[src/eal_params.svh]
// Offsets, field positions, reset values and timing counts
// Overview of operation
// Measure both eye openings at every candidate
// Default score: min of horizontal, scaled vertical
// Score type field picks both, horizontal, vertical
// Custom score: (h-b)*a plus (v-c)*(1-a)
// Factors a, b, c from three registers
// Custom score used only while enable set
// Rate and subrate form four-bit search code
// Mode field: 00 no adapt, 01 adapt
// Lock only when both openings exceed minimums
// While locked, drop below minimum loses lock
// Clearing monitor enable stops lock monitoring
// On unlock reacquire, and readapt if enabled
// Software start bit one then zero starts
// Software sets reference mode field to three
// System supplies continuous reference clock
// Reset calibrates coarse oscillator from reference
// Reference detects drift, raises loss interrupt
// Spur lock detected restarts adaptation and lock
// Step while improving, look beyond, restore best
// Chosen boost written back to boost register
// Reserved mode codes behave as no adaptation
// Rate code meaning from implementation table
`ifndef EAL_PARAMS_SVH
`define EAL_PARAMS_SVH

`define EAL_REG_BOOST      8'h03
`define EAL_REG_LOOK       8'h2c
`define EAL_REG_RATE       8'h2f
`define EAL_REG_MODE       8'h31
`define EAL_REG_REFMODE    8'h36
`define EAL_REG_MON        8'h3e
`define EAL_REG_THR        8'h6a
`define EAL_REG_WA         8'h6b
`define EAL_REG_OB         8'h6c
`define EAL_REG_OC         8'h6d
`define EAL_REG_FOMEN      8'h6e

`define EAL_RST_BOOST      8'h00
`define EAL_RST_LOOK       8'h02
`define EAL_RST_RATE       8'h00
`define EAL_RST_MODE       8'h20
`define EAL_RST_REFMODE    8'h30
`define EAL_RST_MON        8'h80
`define EAL_RST_THR        8'h44
`define EAL_RST_WA         8'h80
`define EAL_RST_OB         8'h00
`define EAL_RST_OC         8'h00
`define EAL_RST_FOMEN      8'h00

`define EAL_START_BIT      0
`define EAL_RATE_HI        7
`define EAL_SUB_LO         4
`define EAL_MODE_HI        6
`define EAL_MODE_LO        5
`define EAL_TYPE_HI        4
`define EAL_TYPE_LO        3
`define EAL_LOOK_HI        3
`define EAL_MON_EN_BIT     7
`define EAL_FOM_EN_BIT     7
`define EAL_MODE_ADAPT     2'b01

`define EAL_LAST_IDX       5'h1f
`define EAL_LAST_COARSE    4'hf
`define EAL_VEO_SCALE      8'h50
`define EAL_REF_WIN        6'h3f
`define EAL_DRIFT_TOL      12'h040
`define EAL_SPUR_TOL       12'h008

`define EAL_CLK_NS         50
`define EAL_LOCK_WAIT_NS   20000
`define EAL_MEAS_WAIT_NS   100000
`define EAL_MON_GAP_NS     10000
`define EAL_LOCK_WAIT_CYC  ((`EAL_LOCK_WAIT_NS + `EAL_CLK_NS - 1) / `EAL_CLK_NS)
`define EAL_MEAS_WAIT_CYC  ((`EAL_MEAS_WAIT_NS + `EAL_CLK_NS - 1) / `EAL_CLK_NS)
`define EAL_MON_GAP_CYC    ((`EAL_MON_GAP_NS + `EAL_CLK_NS - 1) / `EAL_CLK_NS)

`endif

[src/eal_pkg.sv]
// Types and shared functions of the adaptation and lock control
package eal_pkg;

    typedef enum logic [7:0] {
        S_CAL    = 8'h01,
        S_ACQ    = 8'h02,
        S_STEP   = 8'h04,
        S_MEAS   = 8'h08,
        S_EVAL   = 8'h10,
        S_CHECK  = 8'h20,
        S_VERIFY = 8'h40,
        S_LOCKED = 8'h80
    } eal_state_t;

    typedef struct packed {
        logic [7:0] horizontal_eye_width;
        logic [7:0] vertical_eye_height;
    } eal_eye_t;

    typedef struct packed {
        logic [1:0] fom_type;
        logic       custom_en;
        logic [7:0] a;
        logic [7:0] b;
        logic [7:0] c;
    } eal_fom_cfg_t;

    // Expected oscillator ticks per reference window for a rate code
    function automatic logic [11:0] eal_expected(input logic [3:0] code);
        logic [11:0] base;
        base = 12'h000;
        case (code[3:2])
            2'b00:   base = 12'h550;
            2'b01:   base = 12'h620;
            2'b10:   base = 12'h670;
            default: base = 12'h710;
        endcase
        return base >> code[1:0];
    endfunction

    function automatic logic [11:0] eal_absdiff(input logic [11:0] x,
                                                input logic [11:0] y);
        return (x > y) ? (x - y) : (y - x);
    endfunction

endpackage

[src/eal_top.sv]
// Equalizer adaptation and lock control of one channel
`timescale 1ns/1ns
`include "eal_params.svh"
module eal_top (
    // Clock and reset
    input  wire logic              sys_clk,
    input  wire logic              rst_n,
    // Register port
    input  wire logic [7:0]        reg_addr,
    input  wire logic [7:0]        reg_wdata,
    input  wire logic              reg_wr,
    output logic [7:0]             reg_rdata,
    // Clock recovery
    output logic                   cdr_acquire,
    output logic [3:0]             cdr_rate_code,
    output logic [3:0]             coarse_vco_sel,
    input  wire logic              cdr_phase_locked,
    // Equalizer
    output logic [4:0]             eq_boost_idx,
    // Eye scanner
    output logic                   eye_meas_req,
    input  wire logic              eye_meas_done,
    input  wire eal_pkg::eal_eye_t eye_meas,
    // Reference comparison ticks
    input  wire logic              ref_tick,
    input  wire logic              vco_tick,
    // Status
    output logic                   lock_status,
    output logic                   adapt_busy,
    output logic                   lol_irq
);
    import eal_pkg::*;

    logic [7:0]   reg_boost;
    logic [7:0]   reg_look;
    logic [7:0]   reg_rate;
    logic [7:0]   reg_mode;
    logic [7:0]   reg_refmode;
    logic [7:0]   reg_mon;
    logic [7:0]   reg_thr;
    logic [7:0]   reg_wa;
    logic [7:0]   reg_ob;
    logic [7:0]   reg_oc;
    logic [7:0]   reg_fomen;
    logic [7:0]   next_rdata;

    eal_state_t   state;
    logic [4:0]   cur_idx;
    logic [4:0]   best_idx;
    logic [9:0]   best_score;
    logic [9:0]   cur_score;
    logic [3:0]   beyond;
    logic [12:0]  timer;
    logic         mon_pend;
    logic         boost_wr_hw;
    logic         start_prev;
    logic         start_evt;

    eal_fom_cfg_t fom_cfg;
    logic [9:0]   score;
    logic         adapt_on;
    logic [7:0]   heo_min;
    logic [7:0]   veo_min;
    logic         eye_ok;
    logic         eye_low;
    logic         cal_done;
    logic         drift_evt;
    logic         spur_evt;
    logic         unlock;

    assign fom_cfg = '{fom_type:  reg_mode[`EAL_TYPE_HI:`EAL_TYPE_LO],
                       custom_en: reg_fomen[`EAL_FOM_EN_BIT],
                       a: reg_wa, b: reg_ob, c: reg_oc};
    // Codes 00, 10 and 11 all leave the equalizer to the user
    assign adapt_on = (reg_mode[`EAL_MODE_HI:`EAL_MODE_LO]
                       == `EAL_MODE_ADAPT);
    assign heo_min  = {reg_thr[7:4], 4'h0};
    assign veo_min  = {reg_thr[3:0], 4'h0};
    assign eye_ok   = (eye_meas.horizontal_eye_width > heo_min) && (eye_meas.vertical_eye_height > veo_min);
    assign eye_low  = (eye_meas.horizontal_eye_width < heo_min) || (eye_meas.vertical_eye_height < veo_min);
    assign start_evt = start_prev && !reg_rate[`EAL_START_BIT];
    assign unlock   = (state == S_LOCKED) && (!cdr_phase_locked || drift_evt
                      || spur_evt
                      || (mon_pend && eye_meas_done && eye_low));

    eal_score u_score (
        .eye   (eye_meas),
        .cfg   (fom_cfg),
        .score (score)
    );

    eal_refmon u_refmon (
        .sys_clk    (sys_clk),
        .rst_n      (rst_n),
        .ref_tick   (ref_tick),
        .vco_tick   (vco_tick),
        .rate_code  (cdr_rate_code),
        .locked     (lock_status),
        .coarse_sel (coarse_vco_sel),
        .cal_done   (cal_done),
        .drift_evt  (drift_evt),
        .spur_evt   (spur_evt)
    );

    // Register writes; the chosen boost from adaptation wins a collision
    always_ff @(posedge sys_clk) begin
        if (!rst_n) begin
            reg_boost   <= `EAL_RST_BOOST;
            reg_look    <= `EAL_RST_LOOK;
            reg_rate    <= `EAL_RST_RATE;
            reg_mode    <= `EAL_RST_MODE;
            reg_refmode <= `EAL_RST_REFMODE;
            reg_mon     <= `EAL_RST_MON;
            reg_thr     <= `EAL_RST_THR;
            reg_wa      <= `EAL_RST_WA;
            reg_ob      <= `EAL_RST_OB;
            reg_oc      <= `EAL_RST_OC;
            reg_fomen   <= `EAL_RST_FOMEN;
        end else begin
            if (boost_wr_hw) begin
                reg_boost <= {3'h0, best_idx};
            end else if (reg_wr && reg_addr == `EAL_REG_BOOST) begin
                reg_boost <= reg_wdata;
            end
            if (reg_wr) begin
                if (reg_addr == `EAL_REG_LOOK) begin
                    reg_look <= reg_wdata;
                end else if (reg_addr == `EAL_REG_RATE) begin
                    reg_rate <= reg_wdata;
                end else if (reg_addr == `EAL_REG_MODE) begin
                    reg_mode <= reg_wdata;
                end else if (reg_addr == `EAL_REG_REFMODE) begin
                    reg_refmode <= reg_wdata;
                end else if (reg_addr == `EAL_REG_MON) begin
                    reg_mon <= reg_wdata;
                end else if (reg_addr == `EAL_REG_THR) begin
                    reg_thr <= reg_wdata;
                end else if (reg_addr == `EAL_REG_WA) begin
                    reg_wa <= reg_wdata;
                end else if (reg_addr == `EAL_REG_OB) begin
                    reg_ob <= reg_wdata;
                end else if (reg_addr == `EAL_REG_OC) begin
                    reg_oc <= reg_wdata;
                end else if (reg_addr == `EAL_REG_FOMEN) begin
                    reg_fomen <= reg_wdata;
                end
            end
        end
    end

    // Read mux, unmapped addresses read zero
    always_comb begin
        if (reg_addr == `EAL_REG_BOOST) begin
            next_rdata = reg_boost;
        end else if (reg_addr == `EAL_REG_LOOK) begin
            next_rdata = reg_look;
        end else if (reg_addr == `EAL_REG_RATE) begin
            next_rdata = reg_rate;
        end else if (reg_addr == `EAL_REG_MODE) begin
            next_rdata = reg_mode;
        end else if (reg_addr == `EAL_REG_REFMODE) begin
            next_rdata = reg_refmode;
        end else if (reg_addr == `EAL_REG_MON) begin
            next_rdata = reg_mon;
        end else if (reg_addr == `EAL_REG_THR) begin
            next_rdata = reg_thr;
        end else if (reg_addr == `EAL_REG_WA) begin
            next_rdata = reg_wa;
        end else if (reg_addr == `EAL_REG_OB) begin
            next_rdata = reg_ob;
        end else if (reg_addr == `EAL_REG_OC) begin
            next_rdata = reg_oc;
        end else if (reg_addr == `EAL_REG_FOMEN) begin
            next_rdata = reg_fomen;
        end else begin
            next_rdata = 8'h00;
        end
    end

    always_ff @(posedge sys_clk) begin
        if (!rst_n) begin
            reg_rdata     <= 8'h00;
            start_prev    <= 1'b0;
            cdr_rate_code <= 4'h0;
        end else begin
            reg_rdata     <= next_rdata;
            start_prev    <= reg_rate[`EAL_START_BIT];
            cdr_rate_code <= reg_rate[`EAL_RATE_HI:`EAL_SUB_LO];
        end
    end

    // Acquisition, adaptation and lock sequencing
    always_ff @(posedge sys_clk) begin
        if (!rst_n) begin
            state        <= S_CAL;
            cur_idx      <= 5'h00;
            best_idx     <= 5'h00;
            best_score   <= 10'h000;
            cur_score    <= 10'h000;
            beyond       <= 4'h0;
            timer        <= 13'h0000;
            mon_pend     <= 1'b0;
            boost_wr_hw  <= 1'b0;
            eye_meas_req <= 1'b0;
            lol_irq      <= 1'b0;
        end else begin
            boost_wr_hw  <= 1'b0;
            eye_meas_req <= 1'b0;
            lol_irq      <= unlock;
            timer        <= timer + 13'h0001;
            if ((start_evt || unlock) && state != S_CAL) begin
                state      <= S_ACQ;
                cur_idx    <= 5'h00;
                best_idx   <= 5'h00;
                best_score <= 10'h000;
                beyond     <= 4'h0;
                timer      <= 13'h0000;
                mon_pend   <= 1'b0;
            end else begin
                case (state)
                    S_CAL: begin
                        timer <= 13'h0000;
                        if (cal_done) begin
                            state <= S_ACQ;
                        end
                    end
                    S_ACQ: begin
                        timer <= 13'h0000;
                        state <= adapt_on ? S_STEP : S_CHECK;
                    end
                    S_STEP: begin
                        if (cdr_phase_locked) begin
                            eye_meas_req <= 1'b1;
                            timer        <= 13'h0000;
                            state        <= S_MEAS;
                        end else if (timer == `EAL_LOCK_WAIT_CYC) begin
                            cur_score <= 10'h000;
                            state     <= S_EVAL;
                        end
                    end
                    S_MEAS: begin
                        if (eye_meas_done) begin
                            cur_score <= score;
                            state     <= S_EVAL;
                        end else if (timer == `EAL_MEAS_WAIT_CYC) begin
                            cur_score <= 10'h000;
                            state     <= S_EVAL;
                        end
                    end
                    S_EVAL: begin
                        timer <= 13'h0000;
                        if (cur_score > best_score) begin
                            best_score <= cur_score;
                            best_idx   <= cur_idx;
                            beyond     <= 4'h0;
                        end else begin
                            beyond <= beyond + 4'h1;
                        end
                        if ((cur_score <= best_score
                             && beyond == reg_look[`EAL_LOOK_HI:0])
                            || cur_idx == `EAL_LAST_IDX) begin
                            if (cur_score > best_score) begin
                                best_idx <= cur_idx;
                            end
                            cur_idx     <= (cur_score > best_score) ?
                                           cur_idx : best_idx;
                            boost_wr_hw <= 1'b1;
                            state       <= S_CHECK;
                        end else begin
                            cur_idx <= cur_idx + 5'h01;
                            state   <= S_STEP;
                        end
                    end
                    S_CHECK: begin
                        if (cdr_phase_locked) begin
                            eye_meas_req <= 1'b1;
                            timer        <= 13'h0000;
                            state        <= S_VERIFY;
                        end else if (timer == `EAL_LOCK_WAIT_CYC) begin
                            state <= S_ACQ;
                        end
                    end
                    S_VERIFY: begin
                        if (eye_meas_done) begin
                            state <= eye_ok ? S_LOCKED : S_ACQ;
                            timer <= 13'h0000;
                        end else if (timer == `EAL_MEAS_WAIT_CYC) begin
                            state <= S_ACQ;
                        end
                    end
                    S_LOCKED: begin
                        if (mon_pend) begin
                            if (eye_meas_done ||
                                timer == `EAL_MEAS_WAIT_CYC) begin
                                mon_pend <= 1'b0;
                                timer    <= 13'h0000;
                            end
                        end else if (!reg_mon[`EAL_MON_EN_BIT]) begin
                            timer <= 13'h0000;
                        end else if (timer == `EAL_MON_GAP_CYC) begin
                            eye_meas_req <= 1'b1;
                            mon_pend     <= 1'b1;
                            timer        <= 13'h0000;
                        end
                    end
                    default: state <= S_CAL;
                endcase
            end
        end
    end

    // Equalizer drive and status outputs
    always_ff @(posedge sys_clk) begin
        if (!rst_n) begin
            eq_boost_idx <= 5'h00;
            cdr_acquire  <= 1'b0;
            lock_status  <= 1'b0;
            adapt_busy   <= 1'b0;
        end else begin
            eq_boost_idx <= adapt_on ? cur_idx : reg_boost[4:0];
            cdr_acquire  <= (state != S_CAL) && (state != S_LOCKED);
            lock_status  <= (state == S_LOCKED) && !unlock;
            adapt_busy   <= (state == S_STEP) || (state == S_MEAS)
                            || (state == S_EVAL);
        end
    end

endmodule // eal_top

[src/eal_score.sv]
// Eye quality score of one boost setting
`timescale 1ns/1ns
`include "eal_params.svh"
module eal_score (
    // Eye measurement and scoring setup
    input  wire eal_pkg::eal_eye_t     eye,
    input  wire eal_pkg::eal_fom_cfg_t cfg,
    // Score
    output logic [9:0]                 score
);
    import eal_pkg::*;

    logic        [15:0] veo_prod;
    logic        [9:0]  h_s;
    logic        [9:0]  v_s;
    logic signed [9:0]  dh;
    logic signed [9:0]  dv;
    logic signed [9:0]  wa;
    logic signed [9:0]  wb;
    logic signed [20:0] acc;

    always_comb begin
        veo_prod = eye.vertical_eye_height * `EAL_VEO_SCALE;
        h_s      = {2'h0, eye.horizontal_eye_width};
        v_s      = veo_prod[15:6];
        dh       = $signed({2'h0, eye.horizontal_eye_width}) - $signed({2'h0, cfg.b});
        dv       = $signed({2'h0, eye.vertical_eye_height}) - $signed({2'h0, cfg.c});
        wa       = $signed({2'h0, cfg.a});
        wb       = $signed(10'h100) - wa;
        acc      = 21'(dh * wa) + 21'(dv * wb);
        if (cfg.custom_en) begin
            if (acc < 0) begin
                score = 10'h000;
            end else if (acc[20:18] != 3'h0) begin
                score = 10'h3ff;
            end else begin
                score = acc[17:8];
            end
        end else begin
            case (cfg.fom_type)
                2'b01:   score = h_s;
                2'b10:   score = v_s;
                default: score = (h_s < v_s) ? h_s : v_s;
            endcase
        end
    end

endmodule // eal_score

[src/eal_refmon.sv]
// Reference clock comparison: coarse calibration, drift and spur checks
`timescale 1ns/1ns
`include "eal_params.svh"
module eal_refmon (
    // Clock and reset
    input  wire logic       sys_clk,
    input  wire logic       rst_n,
    // Tick inputs
    input  wire logic       ref_tick,
    input  wire logic       vco_tick,
    // Control
    input  wire logic [3:0] rate_code,
    input  wire logic       locked,
    // Results
    output logic [3:0]      coarse_sel,
    output logic            cal_done,
    output logic            drift_evt,
    output logic            spur_evt
);
    import eal_pkg::*;

    logic [5:0]  win_cnt;
    logic [11:0] vco_cnt;
    logic [11:0] diff;
    logic [11:0] best_diff;
    logic [3:0]  best_sel;
    logic        win_end;

    assign win_end = ref_tick && (win_cnt == `EAL_REF_WIN);
    assign diff    = eal_absdiff(vco_cnt, eal_expected(rate_code));

    always_ff @(posedge sys_clk) begin
        if (!rst_n) begin
            win_cnt <= 6'h00;
            vco_cnt <= 12'h000;
        end else begin
            if (ref_tick) begin
                win_cnt <= win_end ? 6'h00 : win_cnt + 6'h01;
            end
            if (win_end) begin
                vco_cnt <= 12'h000;
            end else if (vco_tick && vco_cnt != 12'hfff) begin
                vco_cnt <= vco_cnt + 12'h001;
            end
        end
    end

    always_ff @(posedge sys_clk) begin
        if (!rst_n) begin
            coarse_sel <= 4'h0;
            best_sel   <= 4'h0;
            best_diff  <= 12'hfff;
            cal_done   <= 1'b0;
        end else if (win_end && !cal_done) begin
            if (diff < best_diff) begin
                best_diff <= diff;
                best_sel  <= coarse_sel;
            end
            if (coarse_sel == `EAL_LAST_COARSE) begin
                coarse_sel <= (diff < best_diff) ? coarse_sel : best_sel;
                cal_done   <= 1'b1;
            end else begin
                coarse_sel <= coarse_sel + 4'h1;
            end
        end
    end

    always_ff @(posedge sys_clk) begin
        if (!rst_n) begin
            drift_evt <= 1'b0;
            spur_evt  <= 1'b0;
        end else begin
            drift_evt <= win_end && locked && (diff > `EAL_DRIFT_TOL);
            spur_evt  <= win_end && locked && (diff > `EAL_SPUR_TOL)
                         && (diff <= `EAL_DRIFT_TOL);
        end
    end

endmodule // eal_refmon

[config.mk]
export PLATFORM = sky130hd
export DESIGN_NAME = eal_top
export DESIGN_NICKNAME = d
export VERILOG_FILES = /design/src/eal_pkg.sv /design/src/eal_top.sv /design/src/eal_score.sv /design/src/eal_refmon.sv
export VERILOG_INCLUDE_DIRS = /design/src
export SDC_FILE = /design/constraint.sdc
export NUM_CORES = 1
export LEC_CHECK = 0
export BUFFER_PORTS_ARGS = -buffer_cell sky130_fd_sc_hd__buf_2
export CAP_MARGIN = 5
export CORE_MARGIN = 2
export CORE_UTILIZATION = 65
export DETAILED_ROUTE_END_ITERATION = 8
export GPL_TIMING_DRIVEN = 0
export PLACE_DENSITY = 0.83
export REMOVE_ABC_BUFFERS = 1
export SKIP_CTS_REPAIR_TIMING = 1
export SLEW_MARGIN = 20
export SYNTH_ARGS = -nofsm -noshare
export SYNTH_HDL_FRONTEND = slang
export SYNTH_HIERARCHICAL = 1
export SYNTH_SLANG_ARGS = --single-unit
[constraint.sdc]
create_clock -name sys_clk -period 11.9 [get_ports sys_clk]
set_input_delay 1.19 -clock sys_clk [delete_from_list [all_inputs] [get_ports sys_clk]]
set_output_delay 1.19 -clock sys_clk [all_outputs]
set_load 0.005 [all_outputs]
==> results of run 1 <==
==> area by class of cell <==
| type | count | area [sq um] | share of cell area [%] |
|---|---|---|---|
| well taps | 384 | 480 | 2.34 |
| diodes | 1 | 2.50 | 0.0122 |
| multi-input cells | 1635 | 13400 | 65.1 |
| clock buffers | 28 | 656 | 3.19 |
| clock inverters | 16 | 307 | 1.49 |
| inverters | 310 | 1160 | 5.67 |
| repair buffers | 66 | 370 | 1.80 |
| flip-flops and latches | 209 | 4180 | 20.4 |
==> cell usage in the layout (no fill, tap or decap), types with 7 or more instances in the layout <==
| cell | synthesis | routed |
|---|---|---|
| a211oi_1 | 7 | 7 |
| a21boi_0 | 7 | 7 |
| a21o_1 | 25 | 25 |
| a21oi_1 | 89 | 89 |
| a221o_1 | 9 | 9 |
| a221oi_1 | 12 | 12 |
| a22o_1 | 10 | 10 |
| a31oi_1 | 7 | 7 |
| and2_1 | 50 | 50 |
| and3_1 | 17 | 17 |
| buf_2 | 10 | 63 |
| bufinv_16 | 0 | 7 |
| clkbuf_16 | 0 | 24 |
| dfxtp_1 | 209 | 209 |
| fa_1 | 143 | 143 |
| ha_1 | 186 | 186 |
| inv_1 | 308 | 307 |
| mux2i_1 | 78 | 78 |
| nand2_1 | 177 | 177 |
| nand2b_1 | 29 | 29 |
| nand3_1 | 75 | 74 |
| nand3b_1 | 13 | 13 |
| nand4_1 | 16 | 16 |
| nor2_1 | 177 | 177 |
| nor2b_1 | 29 | 29 |
| nor3_1 | 59 | 56 |
| nor3b_1 | 17 | 17 |
| nor4_1 | 12 | 12 |
| o211ai_1 | 15 | 15 |
| o21a_1 | 21 | 21 |
| o21ai_0 | 91 | 90 |
| o221ai_1 | 16 | 16 |
| o22ai_1 | 11 | 11 |
| o41ai_1 | 7 | 7 |
| or2_2 | 14 | 14 |
| or3_1 | 14 | 14 |
| xnor2_1 | 47 | 47 |
| xor2_1 | 27 | 27 |
==> sequential cells by signal, indices dropped and copies added, names as in the netlist, 5 cells and up <==
name	cells
reg_rdata	8
reg_thr	8
u_refmon/vco_cnt	12
cur_idx	5
reg_boost	8
u_refmon/win_cnt	6
reg_mon	8
best_score	10
reg_oc	8
eq_boost_idx	5
reg_ob	8
reg_refmode	8
timer	13
u_refmon/best_diff	12
reg_look	8
reg_mode	8
reg_fomen	8
best_idx	5
state	8
cur_score	10
reg_rate	8
reg_wa	8
==> routing by layer <==
| layer | GRT usage (%) | up-vias | routed length, microns |
|---|---|---|---|
| li1 | - | 7616 | - |
| met1 | 42.3 | 7877 | 20600 |
| met2 | 53.0 | 666 | 22700 |
| met3 | 3.92 | 133 | 3190 |
| met4 | 12.0 | 0 | 1770 |
| met5 | 0 | - | 0 |
==> cells by family (layout without fill, tap and decap cells) <==
kind of cell,after synthesis,in the layout
other,0,1
XOR/XNOR,75,75
AO/OA/AOI/OAI,390,390
buffers and inverters,395,420
multiplexers,86,86
AND/OR/NAND/NOR,755,755
adder cells (fa/ha/maj),329,329
flip-flops,209,209
==> report_power, final <==
part | internal (uW) | switching, uW
combinational | 204 | 327
clock | 554 | 320
sequential | 707 | 11.5
total | 1470 | 659
==> critical path: cells and delay by family <==
family / cells / cell delay [ns]
buffers and inverters: 6 / 0.45
AO/OA/AOI/OAI: 11 / 2.85
adder cells (fa/ha/maj): 9 / 4.24
AND/OR/NAND/NOR: 4 / 1.24
==> synthesized netlist by cell type, drive strengths merged (7+ instances only) <==
cell and instances:
a22o 10, dfxtp 209, or2 16, nand3b 14, o41ai 8, nor2b 29, buf 21, mux2i 78
and3 17, a21o 25, mux2 8, a21oi 89, inv 308, nor3b 17, nand4 16, xnor2 47
xor2 27, nor2 178, and2b 7, o22ai 11, and2 51, o21a 22, a31oi 8, or3 14
nand2b 29, o21ai 93, o221ai 16, a221oi 12, nand2 178, nor3 62, nor4 16, nand3 75
o211ai 15, a21boi 10, a211oi 8, clkbuf 64, ha 186, fa 143, a221o 9
==> final timing paths <==
path | depth (start not counted) | startpoint | to | slack, ns
setup / recovery | 30 | eye_meas[0] | cur_score[0] | 2.37
hold / removal | 2 | reg_mon[4] | reg_mon[4] | 0.46
setup reg to reg | 25 | reg_wa[0] | cur_score[0] | 2.57
hold reg to reg | 2 | reg_mon[4] | reg_mon[4] | 0.46
==> metrics by stage <==
| stage | utilization, % | setup slack [ns] | total power (uW) | hold slack, ns |
|---|---|---|---|---|
| 2_1_floorplan | - | 3.33 | 1100 | 0.436 |
| 3_3_place_gp | 67.6 | 2.04 | 1230 | 0.443 |
| 3_5_place_dp | 67.9 | 1.91 | 1250 | 0.452 |
| 4_1_cts | 71.3 | 2.39 | 2120 | 0.461 |
| 5_1_grt | 71.3 | 2.07 | 2220 | 0.477 |
| 6_report | 71.3 | 2.37 | 2120 | 0.462 |
==> impl_metrics.csv, run 1 <==
group,metric,value,unit
run_status,outcome,"finished, final reports clean",
logic_synthesis,synth-seq-cells,209,
drt,wl_per_cell,18.2,microns
sta,worst_pin_slew,1.13,ns
placed_design,dp_hpwl,37100,microns
sta,max_freq,105,MHz
sta,rsz0062_at_grt,"no",
global_routing,grt_pass1_vias,16201,
logic_synthesis,yosys.area_share.xor_xnor,3.52,%
finish,area_delta_synth_final,7.78,%
global_routing,track_usage,31.8,%
sta,relSlewSlack,24.7,%
logic_synthesis,synth_edf_count,0,
drt,drt_first_pass_iters,7,
placed_design,io_buffers,64,
cts,cts_root_buffer,"clkbuf_16",
drt,drt_iter0_drc,1486,
sta,finalCritPeriodShare,80.1,%
placed_design,placed_area,0.0196,sq mm
floorplan,dieArea,0.0307,sq mm
cts,cts_made_buffers,24,
logic_synthesis,synth-compound-area-share,14.0,%
cts,h-tree-depth,1,
floorplan,rows,62,
drt,avgViaCountPerCell,6.15,
logic_synthesis,synthSimpleGateAreaFrac,20.5,%
global_routing,antenna_found_initial,1,
placed_design,place_inst,2604,
pwr,peakVddDrop,149,uV
flow_run,maxCapViolations,0,
logic_synthesis,synth_top_family_by_area,"adder cells",
worst_setup_path,worstPathRequired,12.36,ns
logic_synthesis,yosysTopAreaCell,"dfxtp_1",
floorplan,io_pins,65,
sta,setup_tns,0,ns
sta,finClkSkew,0.0448,ns
finish,fin_cells,2649,
drt,finalWirelength,48300,microns
worst_setup_path,path_common_cell,"fa_1",
drt,drc,0,
pwr,power.density,103,mW/mm^2
logic_synthesis,avgSynthCellArea,8.51,sq um
cts,worstSkewPairLatency,0.55,ns
logic_synthesis,synth_ff_type,"dfxtp_1",
logic_synthesis,yosys_warnings,6,
pwr,p_leak,0.00951,uW
worst_setup_path,critPathCaptureType,"flip-flop",
finish,drive_gt1_share,7.86,%
placed_design,finalWeightedCongestion,0.928,
global_routing,overflow,0,
logic_synthesis,synth.area.mux_share,4.67,%
worst_setup_path,path_class,"in2reg",
worst_setup_path,startpoint_type,"input pin",
cts,path_clk_slew,0.06,ns
worst_setup_path,critPathSlowestCell,"o211ai_1",
sta,hold_violations,0,
worst_hold_path,hold_path_class,"reg2reg",
worst_setup_path,cp.arrival,9.99,ns
logic_synthesis,ys_seq_area_share,22.0,%
cts,cts_buffer_depth,3,
floorplan,fp.coreArea,0.0288,sq mm
logic_synthesis,ys_async_sr_fraction,0,%
sta,final-setup-viol-count,0,
drt,ant_nets,0,
floorplan,initial_utilization,66.2,%
logic_synthesis,synth_area_leaders,"dfxtp_1 (22%), fa_1 (15%), ha_1 (12%)",
logic_synthesis,synthAdderAreaFrac,27.3,%
logic_synthesis,yosysTopAreaCellShare,22.0,%
logic_synthesis,syn_inst,2239,
logic_synthesis,synth_area,0.0190,sq mm
worst_setup_path,critPathMaxFanout,10,
global_routing,grt_max_degree,67,
drt,via_count,16292,
sta,drv_slew,0,
floorplan,dieWidth,175,microns
worst_setup_path,cpPeakStageDelay,0.75,ns
finish,finalNetCount,2614,
floorplan,die_y,175,microns
global_routing,grt_pass1_wl,80300,microns
finish,stdcell_area,0.0205,sq mm
cts,cts_tree,"done",
logic_synthesis,yosysUniqueCellTypes,100,
finish,nFillCells,2189,
sta,period_needed,9.53,ns
cts,numClockSinks,209,
No activity file was read; power rests on OpenSTA's default activity.
==> run 2, diff against run 1 <==
Settings changed: CORE_UTILIZATION 65 to 64, PLACE_DENSITY 0.83 to 0.82.
Clock period 11.9 ns to 9 ns, I/O delays scaled along.
==> run 2 against run 1 <==
Die area up 1.5%. Total power up 25%. Via count down 1.3%. Clock skew down 0.012 ns. Critical endpoint is now cur_score[7]. Cell area down 0.36%. Count of clock-buffer cells in the layout up 3. Largest power group unchanged. Non-clock buffer count up 2. Worst hold slack worse by 0.00058 ns. Sequential power up 32%.
==> impl_metrics.csv, run 2 (synthesis results as in run 1) <==
group,metric,value,unit
run_status,outcome,"finished, final reports clean",
sta,finClkSkew,0.0333,ns
global_routing,overflow,0,
cts,cts_buffer_depth,3,
global_routing,grt_pass1_wl,78200,microns
global_routing,track_usage,30.9,%
cts,h-tree-depth,1,
drt,ant_nets,0,
global_routing,grt_pass1_vias,15795,
cts,worstSkewPairLatency,0.53,ns
finish,drive_gt1_share,7.99,%
placed_design,finalWeightedCongestion,0.924,
cts,numClockSinks,209,
worst_hold_path,hold_path_class,"reg2reg",
drt,drt_first_pass_iters,6,
worst_setup_path,startpoint_type,"input pin",
pwr,power.density,130,mW/mm^2
finish,top_register,"timer",
finish,finalNetCount,2615,
floorplan,dieWidth,177,microns
global_routing,antenna_found_initial,1,
sta,relSlewSlack,33.1,%
finish,fin_cells,2655,
drt,met3_length,3250,microns
drt,top_layer_used,"met4",
finish,top_regs,"timer: 13 flops, u_refmon/best_diff: 12 flops, u_refmon/vco_cnt: 12 flops",
flow_run,maxCapViolations,0,
worst_setup_path,worstPathRequired,9.47,ns
floorplan,die_y,177,microns
pwr,power,2670,uW
floorplan,fp.coreArea,0.0295,sq mm
drt,drc,0,
sta,max_freq,115,MHz
pwr,p_leak,0.00948,uW
worst_setup_path,cpPeakStageDelay,0.59,ns
placed_design,placed_area,0.0196,sq mm
finish,largest_reg_flops,13,
finish,layout_common_cells,"inv_1 (307), dfxtp_1 (208), ha_1 (186), nor2_1 (177), nand2_1 (177)",
cts,cts_made_buffers,23,
finish,area_delta_synth_final,7.39,%
finish,stdcell_area,0.0205,sq mm
sta,final-setup-viol-count,0,
sta,finalCritPeriodShare,96.5,%
sta,layout_setup_ws,0.317,ns
drt,drt_iter0_drc,1225,
global_routing,grt_max_degree,77,
floorplan,rows,63,
drt,finalWirelength,47400,microns
drt,wl_per_cell,17.8,microns
worst_hold_path,min_from,"reg_refmode[6]",
sta,period_needed,8.68,ns
sta,drv_slew,0,
worst_setup_path,cp.arrival,9.16,ns
sta,worst_pin_slew,1.00,ns
worst_setup_path,r2r_start,"reg_oc[1]",
placed_design,place_inst,2610,
cts,cts_root_buffer,"clkbuf_16",
floorplan,io_pins,65,
sta,hold_violations,0,
worst_setup_path,r2r_cells,29,
worst_setup_path,critPathSlowestCell,"fa_1",
cts,path_clk_slew,0.06,ns
pwr,peakVddDrop,150,uV
floorplan,dieArea,0.0312,sq mm
finish,postLayoutCoreUtil,69.4,%
worst_setup_path,path_class,"in2reg",
worst_hold_path,whs_path_depth,2,
worst_setup_path,path_common_cell,"fa_1",
worst_setup_path,crit_start,"eye_meas[0]",
drt,dr_wl_met2,22000,microns
finish,final_common_cell,"inv_1",
placed_design,dp_slack,-0.717,ns
placed_design,dp_hpwl,36400,microns
worst_setup_path,critPathCaptureType,"flip-flop",
cts,cts_tree,"done",
drt,wl_met1,20000,microns
drt,via_count,16076,
floorplan,initial_utilization,64.6,%
drt,avgViaCountPerCell,6.05,
worst_setup_path,critPathMaxFanout,10,
placed_design,io_buffers,64,
==> run 2: changes by cell type in the layout (fill, tap and decap cells not counted), moves of 2 or more <==
| cell | change |
|---|---|
| buf_4 | +2 |
| bufinv_16 | -3 |
| clkbuf_1 | +4 |
| clkinv_2 | +2 |
| clkinv_4 | -2 |
==> run 2: metal layers <==
layer,GRT usage [%],vias to the layer above
met3,4.44,148
met1,40.9,7679
met4,12.8,0
met5,0,-
li1,-,7612
met2,50.7,637
==> run 2: worst paths after layout <==
kind / end / slack [ns]
setup / recovery: cur_score[7] / 0.32
hold / removal: reg_refmode[6] / 0.46
setup reg to reg: cur_score[7] / 0.34
hold reg to reg: reg_refmode[6] / 0.46
==> run 2: cell type report <==
cell class	count	area, sq um
multi-input combinational	1635	13400
fill	2281	9030
sequential	209	4190
inverter	310	1160
clock buffer	31	646
tap	390	488
timing repair buffer	68	393
clock inverter	11	179
antenna	1	2.50
==> run 2: report_power, final <==
part           leakage [uW]  total (uW)  switching [uW]  internal, uW
clock              0.000400        1020             393           623
sequential          0.00169         950            15.0           935
combinational       0.00739         699             429           270
==> run 2: metrics by stage <==
stage | TNS [ns] | hold WS, ns
final | 0 | 0.461
after global routing | -0.0386 | 0.482
after CTS | -1.04 | 0.461
after detailed placement | -5.96 | 0.451
after global placement | -3.98 | 0.442
after floorplan | 0 | 0.436
==> run 2: worst max-delay path: cells and delay by family <==
family                     cells  cell delay [ns]
adders and majority gates      9             4.02
AOI/OAI and AO/OA             10             2.34
and+or+nand+nor                4             0.94
buffers and inverters          7             0.51
muxes                          1             0.42
